==> config.mk <==
export PLATFORM = sky130hd
export DESIGN_NAME = temp_sensor_regs_flat
export DESIGN_NICKNAME = d
export VERILOG_FILES = /design/src/hdl/temp_sensor_pkg.sv /design/src/hdl/sensor_link_if.sv /design/src/hdl/temp_sensor_regs.sv /design/src/hdl/limit_compare.sv /design/src/flat_wrapper.sv
export SDC_FILE = /design/constraint.sdc
export NUM_CORES = 1
export LEC_CHECK = 0
export ABC_AREA = 1
export BUFFER_PORTS_ARGS = -buffer_cell sky130_fd_sc_hd__buf_2
export CAP_MARGIN = 10
export CELL_PAD_IN_SITES_DETAIL_PLACEMENT = 0
export CELL_PAD_IN_SITES_GLOBAL_PLACEMENT = 2
export CORE_AREA = 2 2 97 99
export DETAILED_ROUTE_END_ITERATION = 10
export DIE_AREA = 0 0 99 101
export GPL_TIMING_DRIVEN = 0
export PLACE_DENSITY = 0.78
export REMOVE_ABC_BUFFERS = 1
export SLEW_MARGIN = 20
export SYNTH_ARGS = -nofsm -noshare
export SYNTH_HDL_FRONTEND = slang
export SYNTH_SLANG_ARGS = --single-unit
==> constraint.sdc <==
create_clock -name clk_sys -period 1.8 [get_ports clk_sys]
set_input_delay 0.27 -clock clk_sys [delete_from_list [all_inputs] [get_ports clk_sys]]
set_output_delay 0.27 -clock clk_sys [all_outputs]
set_load 0.01 [all_outputs]
==> src/hdl/temp_sensor_pkg.sv <==
// Shared constants and types for the temperature sensor register file and its controller
package temp_sensor_pkg;

  // Register selection codes
  typedef enum logic [1:0] {
    SEL_MEASURED = 2'h0,
    SEL_SETUP    = 2'h1,
    SEL_LOWER    = 2'h2,
    SEL_UPPER    = 2'h3
  } sel_t;

  // Link operations issued by the controller
  typedef enum logic [1:0] {
    OP_START_WR = 2'h0,
    OP_START_RD = 2'h1,
    OP_BYTE     = 2'h2,
    OP_STOP     = 2'h3
  } op_t;

  // Setup byte field positions
  localparam int SETUP_RSVD_MSB   = 7;
  localparam int SETUP_RSVD_LSB   = 5;
  localparam int FAULT_QUEUE_MSB  = 4;
  localparam int FAULT_QUEUE_LSB  = 3;
  localparam int ALARM_POL_BIT    = 2;
  localparam int ALARM_MODE_BIT   = 1;
  localparam int POWER_DOWN_BIT   = 0;

  // Values after reset
  localparam logic [7:0] SELECT_RESET = 8'h00;
  localparam logic [7:0] SETUP_RESET  = 8'h00;
  localparam logic [8:0] UPPER_RESET  = 9'h0A0;
  localparam logic [8:0] LOWER_RESET  = 9'h096;
  localparam logic [10:0] TEMP_RESET  = 11'h000;

  // Fault queue counts for codes 00..11
  localparam logic [2:0] FAULTS_CODE0 = 3'h1;
  localparam logic [2:0] FAULTS_CODE1 = 3'h2;
  localparam logic [2:0] FAULTS_CODE2 = 3'h4;
  localparam logic [2:0] FAULTS_CODE3 = 3'h6;

  // Controller register offsets on APB
  localparam logic [7:0] ADDR_SELECT = 8'h00;
  localparam logic [7:0] ADDR_WDATA  = 8'h04;
  localparam logic [7:0] ADDR_CMD    = 8'h08;
  localparam logic [7:0] ADDR_STATUS = 8'h0C;
  localparam logic [7:0] ADDR_RDATA  = 8'h10;

  // Command register bits
  localparam int CMD_WRITE_BIT    = 0;
  localparam int CMD_ONE_BYTE_BIT = 1;

  // Status register bits
  localparam int STAT_BUSY_BIT      = 0;
  localparam int STAT_DISCARDED_BIT = 1;
  localparam int STAT_FIRST_DONE    = 2;

endpackage : temp_sensor_pkg

==> src/hdl/sensor_link_if.sv <==
// Byte-level link between the bus controller and the sensor register file
`timescale 1ns/1ps
`default_nettype none
interface sensor_link_if (
  input wire logic clk_sys,
  input wire logic reset
);
  logic                  linkValid;
  temp_sensor_pkg::op_t  linkOp;
  logic [7:0]            linkWdata;
  logic                  devAck;
  logic [7:0]            devRdata;

  modport device (
    input  clk_sys, reset, linkValid, linkOp, linkWdata,
    output devAck, devRdata
  );
  modport host (
    input  clk_sys, reset, devAck, devRdata,
    output linkValid, linkOp, linkWdata
  );
endinterface : sensor_link_if
`default_nettype wire

==> src/hdl/temp_sensor_regs.sv <==
// Sensor end: register-select latch, setup, measured value and limit registers
// Function
// - Eight-bit select, low two bits, upper zero
// - Select 00 measured, 01 setup, 10/11 limits
// - Select loaded only from command byte
// - Select retained; reads may omit it
// - Controller always sends select on writes
// - Select is 00 after reset
// - Controller discards first temperature read
// - Setup top three bits RW, reset zero
// - Fault queue codes map to 1,2,4,6
// - Polarity 0 active low, 1 active high
// - Polarity at setup bit 2
// - Mode 0 comparator, 1 interrupt
// - Mode at setup bit 1
// - Power-down 0 normal, 1 power-down
// - Power-down at setup bit 0
// - Measured value 11-bit, read-only, per conversion
// - Result bits packed high, low five zero
// - Measured read gives 16 bits, high first
// - Single-byte measured read gives high byte
// - Limits are 9-bit two-byte RW registers
// - Limit bit 0 at low bit 7, rest zero
// - Compare against both limits per conversion
// - Compare uses nine top measured bits
`timescale 1ns/1ps
`default_nettype none
module temp_sensor_regs (
  // Link to the bus controller
  sensor_link_if.device link,
  // Converter side
  input  wire logic        convDone,
  input  wire logic [10:0] convData,
  // Setup outputs
  output logic [2:0]       faultCount,
  output logic [1:0]       fault_queue_field,
  output logic             alarm_polarity,
  output logic             alarm_mode_select,
  output logic             powerDown,
  // Comparison results
  output logic             cmpValid,
  output logic             aboveUpper,
  output logic             belowLower,
  // Register read notice
  output logic             regRead
);

  logic [7:0]  select_r;
  logic [7:0]  setup_r;
  logic [10:0] measured_r;
  logic [8:0]  upper_r;
  logic [8:0]  lower_r;
  logic        expectSel_r;
  logic        inWrite_r;
  logic        byteIdx_r;
  logic        devAck_r;
  logic [7:0]  devRdata_r;
  logic        cmpValid_r;
  logic        aboveUpper_r;
  logic        belowLower_r;
  logic        regRead_r;
  logic [1:0]  selCode;
  logic        byteOp;
  logic        wrByte;
  logic        rdByte;
  logic [15:0] readWord;
  logic [7:0]  readByte;
  logic [8:0]  tempNine;
  logic        upAbove;
  logic        lowBelow;

  assign selCode = select_r[1:0];
  assign byteOp  = link.linkValid && (link.linkOp == temp_sensor_pkg::OP_BYTE);
  assign wrByte  = byteOp && inWrite_r && !expectSel_r;
  assign rdByte  = byteOp && !inWrite_r;

  // Every link operation is answered one cycle later
  always_ff @(posedge link.clk_sys) begin
    if (link.reset) begin
      devAck_r <= 1'b0;
    end else begin
      devAck_r <= link.linkValid;
    end
  end

  // Transaction phase tracking
  always_ff @(posedge link.clk_sys) begin
    if (link.reset) begin
      expectSel_r <= 1'b0;
      inWrite_r   <= 1'b0;
      byteIdx_r   <= 1'b0;
    end else if (link.linkValid) begin
      unique case (link.linkOp)
        temp_sensor_pkg::OP_START_WR: begin
          expectSel_r <= 1'b1;
          inWrite_r   <= 1'b1;
          byteIdx_r   <= 1'b0;
        end
        temp_sensor_pkg::OP_START_RD: begin
          expectSel_r <= 1'b0;
          inWrite_r   <= 1'b0;
          byteIdx_r   <= 1'b0;
        end
        temp_sensor_pkg::OP_BYTE: begin
          if (inWrite_r && expectSel_r) begin
            expectSel_r <= 1'b0;
          end else begin
            byteIdx_r <= 1'b1;
          end
        end
        temp_sensor_pkg::OP_STOP: begin
          expectSel_r <= 1'b0;
          inWrite_r   <= 1'b0;
          byteIdx_r   <= 1'b0;
        end
      endcase
    end
  end

  // Select latch: first byte of a write command, upper six bits forced to zero
  always_ff @(posedge link.clk_sys) begin
    if (link.reset) begin
      select_r <= temp_sensor_pkg::SELECT_RESET;
    end else if (byteOp && inWrite_r && expectSel_r) begin
      select_r <= {6'h00, link.linkWdata[1:0]};
    end
  end

  // Setup byte, all eight bits writable
  always_ff @(posedge link.clk_sys) begin
    if (link.reset) begin
      setup_r <= temp_sensor_pkg::SETUP_RESET;
    end else if (wrByte && !byteIdx_r && selCode == temp_sensor_pkg::SEL_SETUP) begin
      setup_r <= link.linkWdata;
    end
  end

  // Limit registers: high byte carries bits 8..1, low byte bit 7 carries bit 0
  always_ff @(posedge link.clk_sys) begin
    if (link.reset) begin
      upper_r <= temp_sensor_pkg::UPPER_RESET;
      lower_r <= temp_sensor_pkg::LOWER_RESET;
    end else if (wrByte) begin
      if (selCode == temp_sensor_pkg::SEL_UPPER) begin
        if (!byteIdx_r) begin
          upper_r[8:1] <= link.linkWdata;
        end else begin
          upper_r[0] <= link.linkWdata[7];
        end
      end
      if (selCode == temp_sensor_pkg::SEL_LOWER) begin
        if (!byteIdx_r) begin
          lower_r[8:1] <= link.linkWdata;
        end else begin
          lower_r[0] <= link.linkWdata[7];
        end
      end
    end
  end

  // Measured value only changes at the end of a conversion, never from the link
  always_ff @(posedge link.clk_sys) begin
    if (link.reset) begin
      measured_r <= temp_sensor_pkg::TEMP_RESET;
    end else if (convDone) begin
      measured_r <= convData;
    end
  end

  // Read word per selection
  always_comb begin
    unique case (selCode)
      temp_sensor_pkg::SEL_MEASURED: readWord = {measured_r, 5'h00};
      temp_sensor_pkg::SEL_SETUP:    readWord = {setup_r, setup_r};
      temp_sensor_pkg::SEL_LOWER:    readWord = {lower_r, 7'h00};
      temp_sensor_pkg::SEL_UPPER:    readWord = {upper_r, 7'h00};
    endcase
  end

  // High byte first; a one-byte read simply stops after it
  assign readByte = byteIdx_r ? readWord[7:0] : readWord[15:8];

  always_ff @(posedge link.clk_sys) begin
    if (link.reset) begin
      devRdata_r <= 8'h00;
      regRead_r  <= 1'b0;
    end else begin
      regRead_r <= rdByte;
      if (rdByte) begin
        devRdata_r <= readByte;
      end
    end
  end

  // Limit comparison on the nine top bits of the new result
  assign tempNine = convData[10:2];

  limit_compare upperCmp (
    .tempNine  (tempNine),
    .limitNine (upper_r),
    .isAbove   (upAbove),
    .isBelow   ()
  );

  limit_compare lowerCmp (
    .tempNine  (tempNine),
    .limitNine (lower_r),
    .isAbove   (),
    .isBelow   (lowBelow)
  );

  always_ff @(posedge link.clk_sys) begin
    if (link.reset) begin
      cmpValid_r   <= 1'b0;
      aboveUpper_r <= 1'b0;
      belowLower_r <= 1'b0;
    end else begin
      cmpValid_r <= convDone;
      if (convDone) begin
        aboveUpper_r <= upAbove;
        belowLower_r <= lowBelow;
      end
    end
  end

  // Fault queue decode
  always_comb begin
    unique case (setup_r[temp_sensor_pkg::FAULT_QUEUE_MSB:temp_sensor_pkg::FAULT_QUEUE_LSB])
      2'h0: faultCount = temp_sensor_pkg::FAULTS_CODE0;
      2'h1: faultCount = temp_sensor_pkg::FAULTS_CODE1;
      2'h2: faultCount = temp_sensor_pkg::FAULTS_CODE2;
      2'h3: faultCount = temp_sensor_pkg::FAULTS_CODE3;
    endcase
  end

  assign fault_queue_field =
    setup_r[temp_sensor_pkg::FAULT_QUEUE_MSB:temp_sensor_pkg::FAULT_QUEUE_LSB];
  assign alarm_polarity    = setup_r[temp_sensor_pkg::ALARM_POL_BIT];
  assign alarm_mode_select = setup_r[temp_sensor_pkg::ALARM_MODE_BIT];
  assign powerDown         = setup_r[temp_sensor_pkg::POWER_DOWN_BIT];

  assign cmpValid      = cmpValid_r;
  assign aboveUpper    = aboveUpper_r;
  assign belowLower    = belowLower_r;
  assign regRead       = regRead_r;
  assign link.devAck   = devAck_r;
  assign link.devRdata = devRdata_r;

endmodule : temp_sensor_regs
`default_nettype wire

==> src/hdl/limit_compare.sv <==
// Signed comparison of a 9-bit temperature against one limit
`timescale 1ns/1ps
`default_nettype none
module limit_compare (
  // Operands
  input  wire logic [8:0] tempNine,
  input  wire logic [8:0] limitNine,
  // Results
  output logic            isAbove,
  output logic            isBelow
);
  assign isAbove = $signed(tempNine) > $signed(limitNine);
  assign isBelow = $signed(tempNine) < $signed(limitNine);
endmodule : limit_compare
`default_nettype wire

==> src/flat_wrapper.sv <==
// flat-port wrapper written by rule: the top's interface ports become plain ports
module temp_sensor_regs_flat 
  (convDone, convData, faultCount, fault_queue_field, alarm_polarity, alarm_mode_select, powerDown, cmpValid, aboveUpper, belowLower, regRead, clk_sys, reset, link_linkValid, link_linkOp, link_linkWdata, link_devAck, link_devRdata);
  sensor_link_if link_i (.clk_sys(clk_sys), .reset(reset));
  input  wire logic convDone;
  input  wire logic [10:0] convData;
  output logic [2:0] faultCount;
  output logic [1:0] fault_queue_field;
  output logic alarm_polarity;
  output logic alarm_mode_select;
  output logic powerDown;
  output logic cmpValid;
  output logic aboveUpper;
  output logic belowLower;
  output logic regRead;
  input wire logic clk_sys;
  input wire logic reset;
  input wire logic [$bits(link_i.linkValid)-1:0] link_linkValid;
  input wire logic [$bits(link_i.linkOp)-1:0] link_linkOp;
  input wire logic [$bits(link_i.linkWdata)-1:0] link_linkWdata;
  output wire logic [$bits(link_i.devAck)-1:0] link_devAck;
  output wire logic [$bits(link_i.devRdata)-1:0] link_devRdata;
  assign link_i.linkValid = link_linkValid;
  assign link_i.linkOp = link_linkOp;
  assign link_i.linkWdata = link_linkWdata;
  assign link_devAck = link_i.devAck;
  assign link_devRdata = link_i.devRdata;
  temp_sensor_regs u_core (.link(link_i), .convDone(convDone), .convData(convData), .faultCount(faultCount), .fault_queue_field(fault_queue_field), .alarm_polarity(alarm_polarity), .alarm_mode_select(alarm_mode_select), .powerDown(powerDown), .cmpValid(cmpValid), .aboveUpper(aboveUpper), .belowLower(belowLower), .regRead(regRead));
endmodule
==> flow_summary.json, run 1 <==
{
  "status": "complete, no violations",
  "synthDistinctLibCells": 29,
  "via_per_inst": 4.75,
  "finalHoldViolations": 0,
  "cts_buffer_depth": 2,
  "finalMaxSlewViolations": 0,
  "synthToLayoutAreaGrowth_pct": 14.4,
  "h-tree-depth": 2,
  "ant_nets": 0,
  "antenna_found_initial": 0,
  "worstPathRequired_ns": 2.05,
  "gr-total-overflow": 0,
  "critPathCaptureType": "register",
  "grt_pass1_wl_um": 12100,
  "yosys-top-cells-area": "dfxtp_1 (40%), o21ai_0 (9.0%), a21oi_1 (8.1%)",
  "fin_cells": 524,
  "path_class": "register to register",
  "track_usage": 0.155,
  "fmax_mhz": 607,
  "yosys.area.top_type": "dfxtp_1",
  "netlist_instances": 373,
  "comb_power_share": 0.112,
  "hold_slack_ns": 0.229,
  "pin_count": 46,
  "yosysWarnings": 0,
  "finalSetupViolations": 0,
  "post-place-cells": 516,
  "cts_tree": "done",
  "avgSynthCellArea_um2": 7.29,
  "p_int_mw": 1.62,
  "dieArea_mm2": 0.0100,
  "ys_ff_latch": 55,
  "ys_seq_area_frac": 0.405,
  "start_util": 0.303,
  "hpwlAfterDp_um": 5800,
  "cap_violations": 0,
  "seq_power_share": 0.579,
  "power_leakage_nw": 1.43,
  "wire_per_inst_um": 14.5,
  "die_w_um": 99,
  "root_buffer": "clkbuf_8",
  "cts_buffers": 5,
  "synthesis.area_mm2": 0.00272,
  "route.detailed.drc": 0,
  "power.switching_mw": 0.582,
  "post_cts_buffers": 0,
  "grt_pass1_vias": 2344,
  "insertedDiodeCount": 0,
  "vdd.ir_drop.worst_mv": 0.294,
  "p_sw_frac": 0.265,
  "die_y_um": 101,
  "coreArea_mm2": 0.00898,
  "cts_sinks": 55,
  "drtIter0Drc": 102,
  "num-nets-final": 454,
  "synth_top_area_share": 0.405,
  "placementRows": 35,
  "crit_fanout": 10,
  "nFillCells": 987,
  "fin_crit_ns": 1.65,
  "grt_max_degree": 44,
  "hold_path.class": "primary input to register",
  "path_clk_slew_ns": 0.10,
  "critPathArrivalTime_ns": 1.89,
  "routabilityCongestion": 0.778,
  "pwr-share-clk": 0.309,
  "tightestPinTransition_ns": 0.624,
  "maxSlewHeadroom": 0.583,
  "drive_above_1_share": 0.157,
  "worst_clock_skew_ns": 0.00659,
  "cp-start-kind": "register",
  "clock_latency_ns": 0.30,
  "wl_um": 7600,
  "vias": 2487,
  "firstDrtPassIters": 4,
  "power_density_mw_per_mm2": 707,
  "power_mw": 2.20,
  "finalCritPeriodShare": 0.916,
  "portBuffers": 45
}
-- layout by cell type (no fill, tap or decap), types with 4 or more instances in the layout --
cell,synthesis,routed
o21ai_1,4,4
dfxtp_1,55,54
ha_1,17,17
nor2_1,34,34
inv_2,5,6
clkbuf_8,0,5
nand2_1,56,56
nand3_1,13,12
o22ai_1,6,6
buf_2,1,45
inv_1,52,51
o211ai_1,4,4
nand4_1,5,5
a21oi_1,44,44
o21ai_0,49,49
-- metal layers --
metal,up-vias,global-route usage,wire length [um]
met4,0,0.0295,65
met1,1122,0.206,3710
met3,4,0.0264,262
li1,1316,-,-
met5,-,0,0
met2,45,0.266,3560
-- sequential cells by signal, indices dropped and copies added (netlist names) --
signal / cells
u_core.regRead: 1
u_core.cmpValid: 1
u_core.setup_r: 8
u_core.expectSel_r: 1
u_core.lower_r: 9
u_core.link.devAck: 1
u_core.inWrite_r: 1
u_core.belowLower: 1
u_core.upper_r: 9
u_core.link.devRdata: 8
u_core.select_r: 2
u_core.byteIdx_r: 1
u_core.aboveUpper: 1
u_core.measured_r: 11
-- critical path: stages, from the launching register on --
cell and delay [ns]:
dfxtp_1 0.40, inv_2 0.12, nor2_1 0.31, inv_1 0.27, o22ai_1 0.28, nand2_1 0.09, a21oi_1 0.12
-- final timing paths --
kind,startpoint,to,slack [ns],depth (start not counted)
worst max-delay path,u_core.select_r[0],u_core.link.devRdata[0],0.15,6
worst min-delay path,link_linkWdata[4],u_core.upper_r[5],0.23,3
worst max register to register,u_core.select_r[0],u_core.link.devRdata[0],0.15,6
worst min register to register,u_core.setup_r[6],u_core.setup_r[6],0.46,2
-- power by group through the flow --
stage          clock (mW)  combinational (mW)  sequential (mW)
2_1_floorplan           0               0.136             1.30
3_3_place_gp            0               0.247             1.30
3_5_place_dp            0               0.249             1.30
4_1_cts             0.704               0.251             1.27
5_1_grt             0.754               0.282             1.28
6_report            0.678               0.247             1.27
-- Yosys cell counts --
cell and instances:
nand2_1 56, dfxtp_1 55, inv_1 52, o21ai_0 49, a21oi_1 44, nor2_1 34
ha_1 17, nand3_1 13, clkbuf_1 8, o22ai_1 6, inv_2 5, nand4_1 5
o211ai_1 4, o21ai_1 4, buf_4 3, a31oi_1 2, nor2_4 2, nor3_1 2
nor4_1 2, a21o_1 1, a41oi_1 1, buf_1 1, buf_2 1, nand3_2 1
nand4_4 1, nor3_4 1, o21a_1 1, o221ai_1 1, or2_2 1
-- logic make-up after synthesis --
family | Yosys count | share of synthesized area
buffers and inverters | 70 | 0.101
flip-flops | 55 | 0.405
AO/OA/AOI/OAI | 113 | 0.220
adder cells (fa/ha/maj) | 17 | 0.0782
AND/OR/NAND/NOR | 118 | 0.196
-- metrics by stage --
stage               worst slack, ns  cell area (um^2)    TNS, ns   util
floorplan                     0.442              2660          0      -
global placement            -0.0894              3020     -0.783  0.337
detailed placement           0.0476              3020          0  0.337
CTS                          0.0354              3100          0  0.346
global route              -0.000931              3110  -0.000931  0.346
finish                        0.152              3110          0  0.346
-- cell type report --
type                            count  area (um^2)  share of cell area
Timing Repair Buffer               45          225              0.0724
Inverter                           57          214              0.0688
Tap cell                          111          139              0.0447
Multi-Input combinational cell    248         1350               0.434
Clock inverter                      1         5.00             0.00161
Clock buffer                        7         76.3              0.0245
Sequential cell                    55         1100               0.354
-- what timing repair did --
action / CTS / global route
endpoints found under the hold margin: 0 / 0
resized for setup: 0 / 2
hold buffers: 0 / 0
setup endpoints to repair: 0 / 15
Power figures use the tool's default switching activity.
==> run 2: changes to the inputs <==
--- a/config.mk
+++ b/config.mk
@@ -10,9 +10,9 @@
 export CAP_MARGIN = 10
 export CELL_PAD_IN_SITES_DETAIL_PLACEMENT = 0
 export CELL_PAD_IN_SITES_GLOBAL_PLACEMENT = 2
-export CORE_AREA = 2 2 97 99
+export CORE_AREA = 2 2 83 116
 export DETAILED_ROUTE_END_ITERATION = 10
-export DIE_AREA = 0 0 99 101
+export DIE_AREA = 0 0 85 118
 export GPL_TIMING_DRIVEN = 0
 export PLACE_DENSITY = 0.78
 export REMOVE_ABC_BUFFERS = 1
==> run 2 against run 1 <==
  * Combinational power barely moved
  * Register-to-register slack improved by 0.05 ns
  * Global-route usage barely moved
  * Critical path depth did not move
  * Final cell count fell by 0.95%
  * Setup slack improved by 0.052 ns
  * Power rose by 19%
  * Count of clock-buffer cells in the layout fell by 1
  * Die area rose by 0.31%
  * Largest power group unchanged
  * Design area rose by 2.6%
  * Critical path type unchanged
  * Non-clock buffer count did not move
==> flow_summary.json, run 2 (synthesized netlist as in run 1, its figures left out) <==
{
  "r2r_cells": 6,
  "finalSetupViolations": 0,
  "antenna_found_initial": 0,
  "wl_um": 7500,
  "critPathCaptureType": "register",
  "die_y_um": 118,
  "insertedDiodeCount": 0,
  "critPathArrivalTime_ns": 1.74,
  "cts_sinks": 55,
  "num-nets-final": 454,
  "finalHoldViolations": 0,
  "wire_per_inst_um": 14.5,
  "holdPathStages": 3,
  "multi_input_area_mm2": 0.00136,
  "grt_pass1_vias": 2437,
  "power_mw": 2.61,
  "cp-start-kind": "register",
  "min-delay-start": "link_linkWdata[6]",
  "hold_slack_ns": 0.246,
  "maxSlewHeadroom": 0.567,
  "portBuffers": 45,
  "r2r-end": "u_core.lower_r[2]",
  "rsz0062_at_grt": "no",
  "largest_register_ffs": 11,
  "finalCritPeriodShare": 0.887,
  "post-place-ws_ns": 0.0661,
  "hold_end": "u_core.upper_r[7]",
  "vdd.ir_drop.worst_mv": 0.352,
  "r2r-start": "u_core.select_r[0]",
  "regMostFlops": "u_core.measured_r",
  "synthToLayoutAreaGrowth_pct": 17.3,
  "ant_nets": 0,
  "cap_violations": 0,
  "firstDrtPassIters": 4,
  "die_w_um": 85,
  "layout_commonest_cell": "nand2_1",
  "worstPathRequired_ns": 1.95,
  "power_density_mw_per_mm2": 817,
  "fin_crit_ns": 1.60,
  "top_regs": "u_core.measured_r: 11 flops, u_core.lower_r: 9 flops, u_core.upper_r: 9 flops",
  "vias": 2489,
  "crit_fanout": 10,
  "grt_max_degree": 44,
  "dieArea_mm2": 0.0100,
  "fmax_mhz": 627,
  "path_clk_slew_ns": 0.07,
  "dpl-instance-area_mm2": 0.00302,
  "grt_pass1_wl_um": 12100,
  "route.detailed.drc": 0,
  "power_leakage_nw": 1.47,
  "placementRows": 41,
  "routabilityCongestion": 0.792,
  "finalMaxSlewViolations": 0,
  "cts_buffers": 5,
  "fin_area_mm2": 0.00319,
  "final_cell_mix": "nand2_1 (56), dfxtp_1 (54), inv_1 (51), o21ai_0 (49), buf_2 (45)",
  "coreArea_mm2": 0.00898,
  "finalWorstSetupSlack_ns": 0.204,
  "nFillCells": 994,
  "seq_area_mm2": 0.00110,
  "gr-total-overflow": 0,
  "clock_latency_ns": 0.30,
  "tightestPinTransition_ns": 0.649,
  "hpwlAfterDp_um": 5830,
  "hold_path.class": "primary input to register",
  "timing.reg2reg.setup_slack_ns": 0.20,
  "worst_clock_skew_ns": 0.00397,
  "pin_count": 46,
  "start_util": 0.303,
  "cts_buffer_depth": 2,
  "via_per_inst": 4.80,
  "cts_tree": "done",
  "track_usage": 0.155,
  "path_class": "register to register",
  "drive_above_1_share": 0.163,
  "status": "complete, no violations",
  "root_buffer": "clkbuf_16",
  "drtIter0Drc": 139,
  "h-tree-depth": 2
}
run 2: worst max-delay path, cell delays in order (launching register included):
cell      delay [ns]
dfxtp_1         0.34
inv_2           0.17
nand2_1         0.24
inv_1           0.24
nand3_1         0.24
nand2_1         0.13
o211ai_1        0.08
run 2: worst max-delay path by stage:
stage	depth (start not counted)	slack, ns	endpoint	from
detailed placement	6	0.07	u_core.link.devRdata[6]	u_core.byteIdx_r
CTS	6	0.04	u_core.link.devRdata[6]	u_core.byteIdx_r
global placement	4	-0.11	u_core.link.devRdata[7]	reset
floorplan	4	0.44	u_core.link.devRdata[7]	u_core.byteIdx_r
finish	6	0.20	u_core.lower_r[2]	u_core.select_r[0]
global route	6	0.04	u_core.lower_r[2]	u_core.select_r[0]
run 2: timing repair:
action,4_1_cts,5_1_grt
hold buffers,0,0
buffers inserted,0,0
gates resized for setup,0,4
setup endpoints to repair,0,15
run 2: area by class of cell:
type	count	area share
flip-flops and latches	55	0.345
clock buffers	6	0.0404
multi-input cells	248	0.425
repair buffers	45	0.0706
well taps	107	0.0420
clock inverters	1	0.00941
inverters	57	0.0671
run 2: per-layer routing:
metal,vias to the layer above,track usage,part of all wire
met5,-,0,0
met4,0,0.0536,0.021
met3,9,0.0245,0.030
met2,30,0.265,0.49
met1,1130,0.195,0.46
li1,1320,-,-
run 2: report_power, final:
part           leakage (nW)  internal [mW]  switching [mW]
registers             0.449           1.25          0.0213
logic                 0.943         0.0902           0.157
clock network        0.0769          0.650           0.437
total                  1.47           1.99           0.615
run 2: metrics by stage:
| stage | cells | util | TNS [ns] |
|---|---|---|---|
| 6_report | 519 | 0.355 | 0 |
| 5_1_grt | 519 | 0.355 | 0 |
| 4_1_cts | 519 | 0.354 | 0 |
| 3_5_place_dp | 512 | 0.336 | 0 |
| 3_3_place_gp | 512 | 0.336 | -1.81 |
| 2_1_floorplan | 360 | - | 0 |
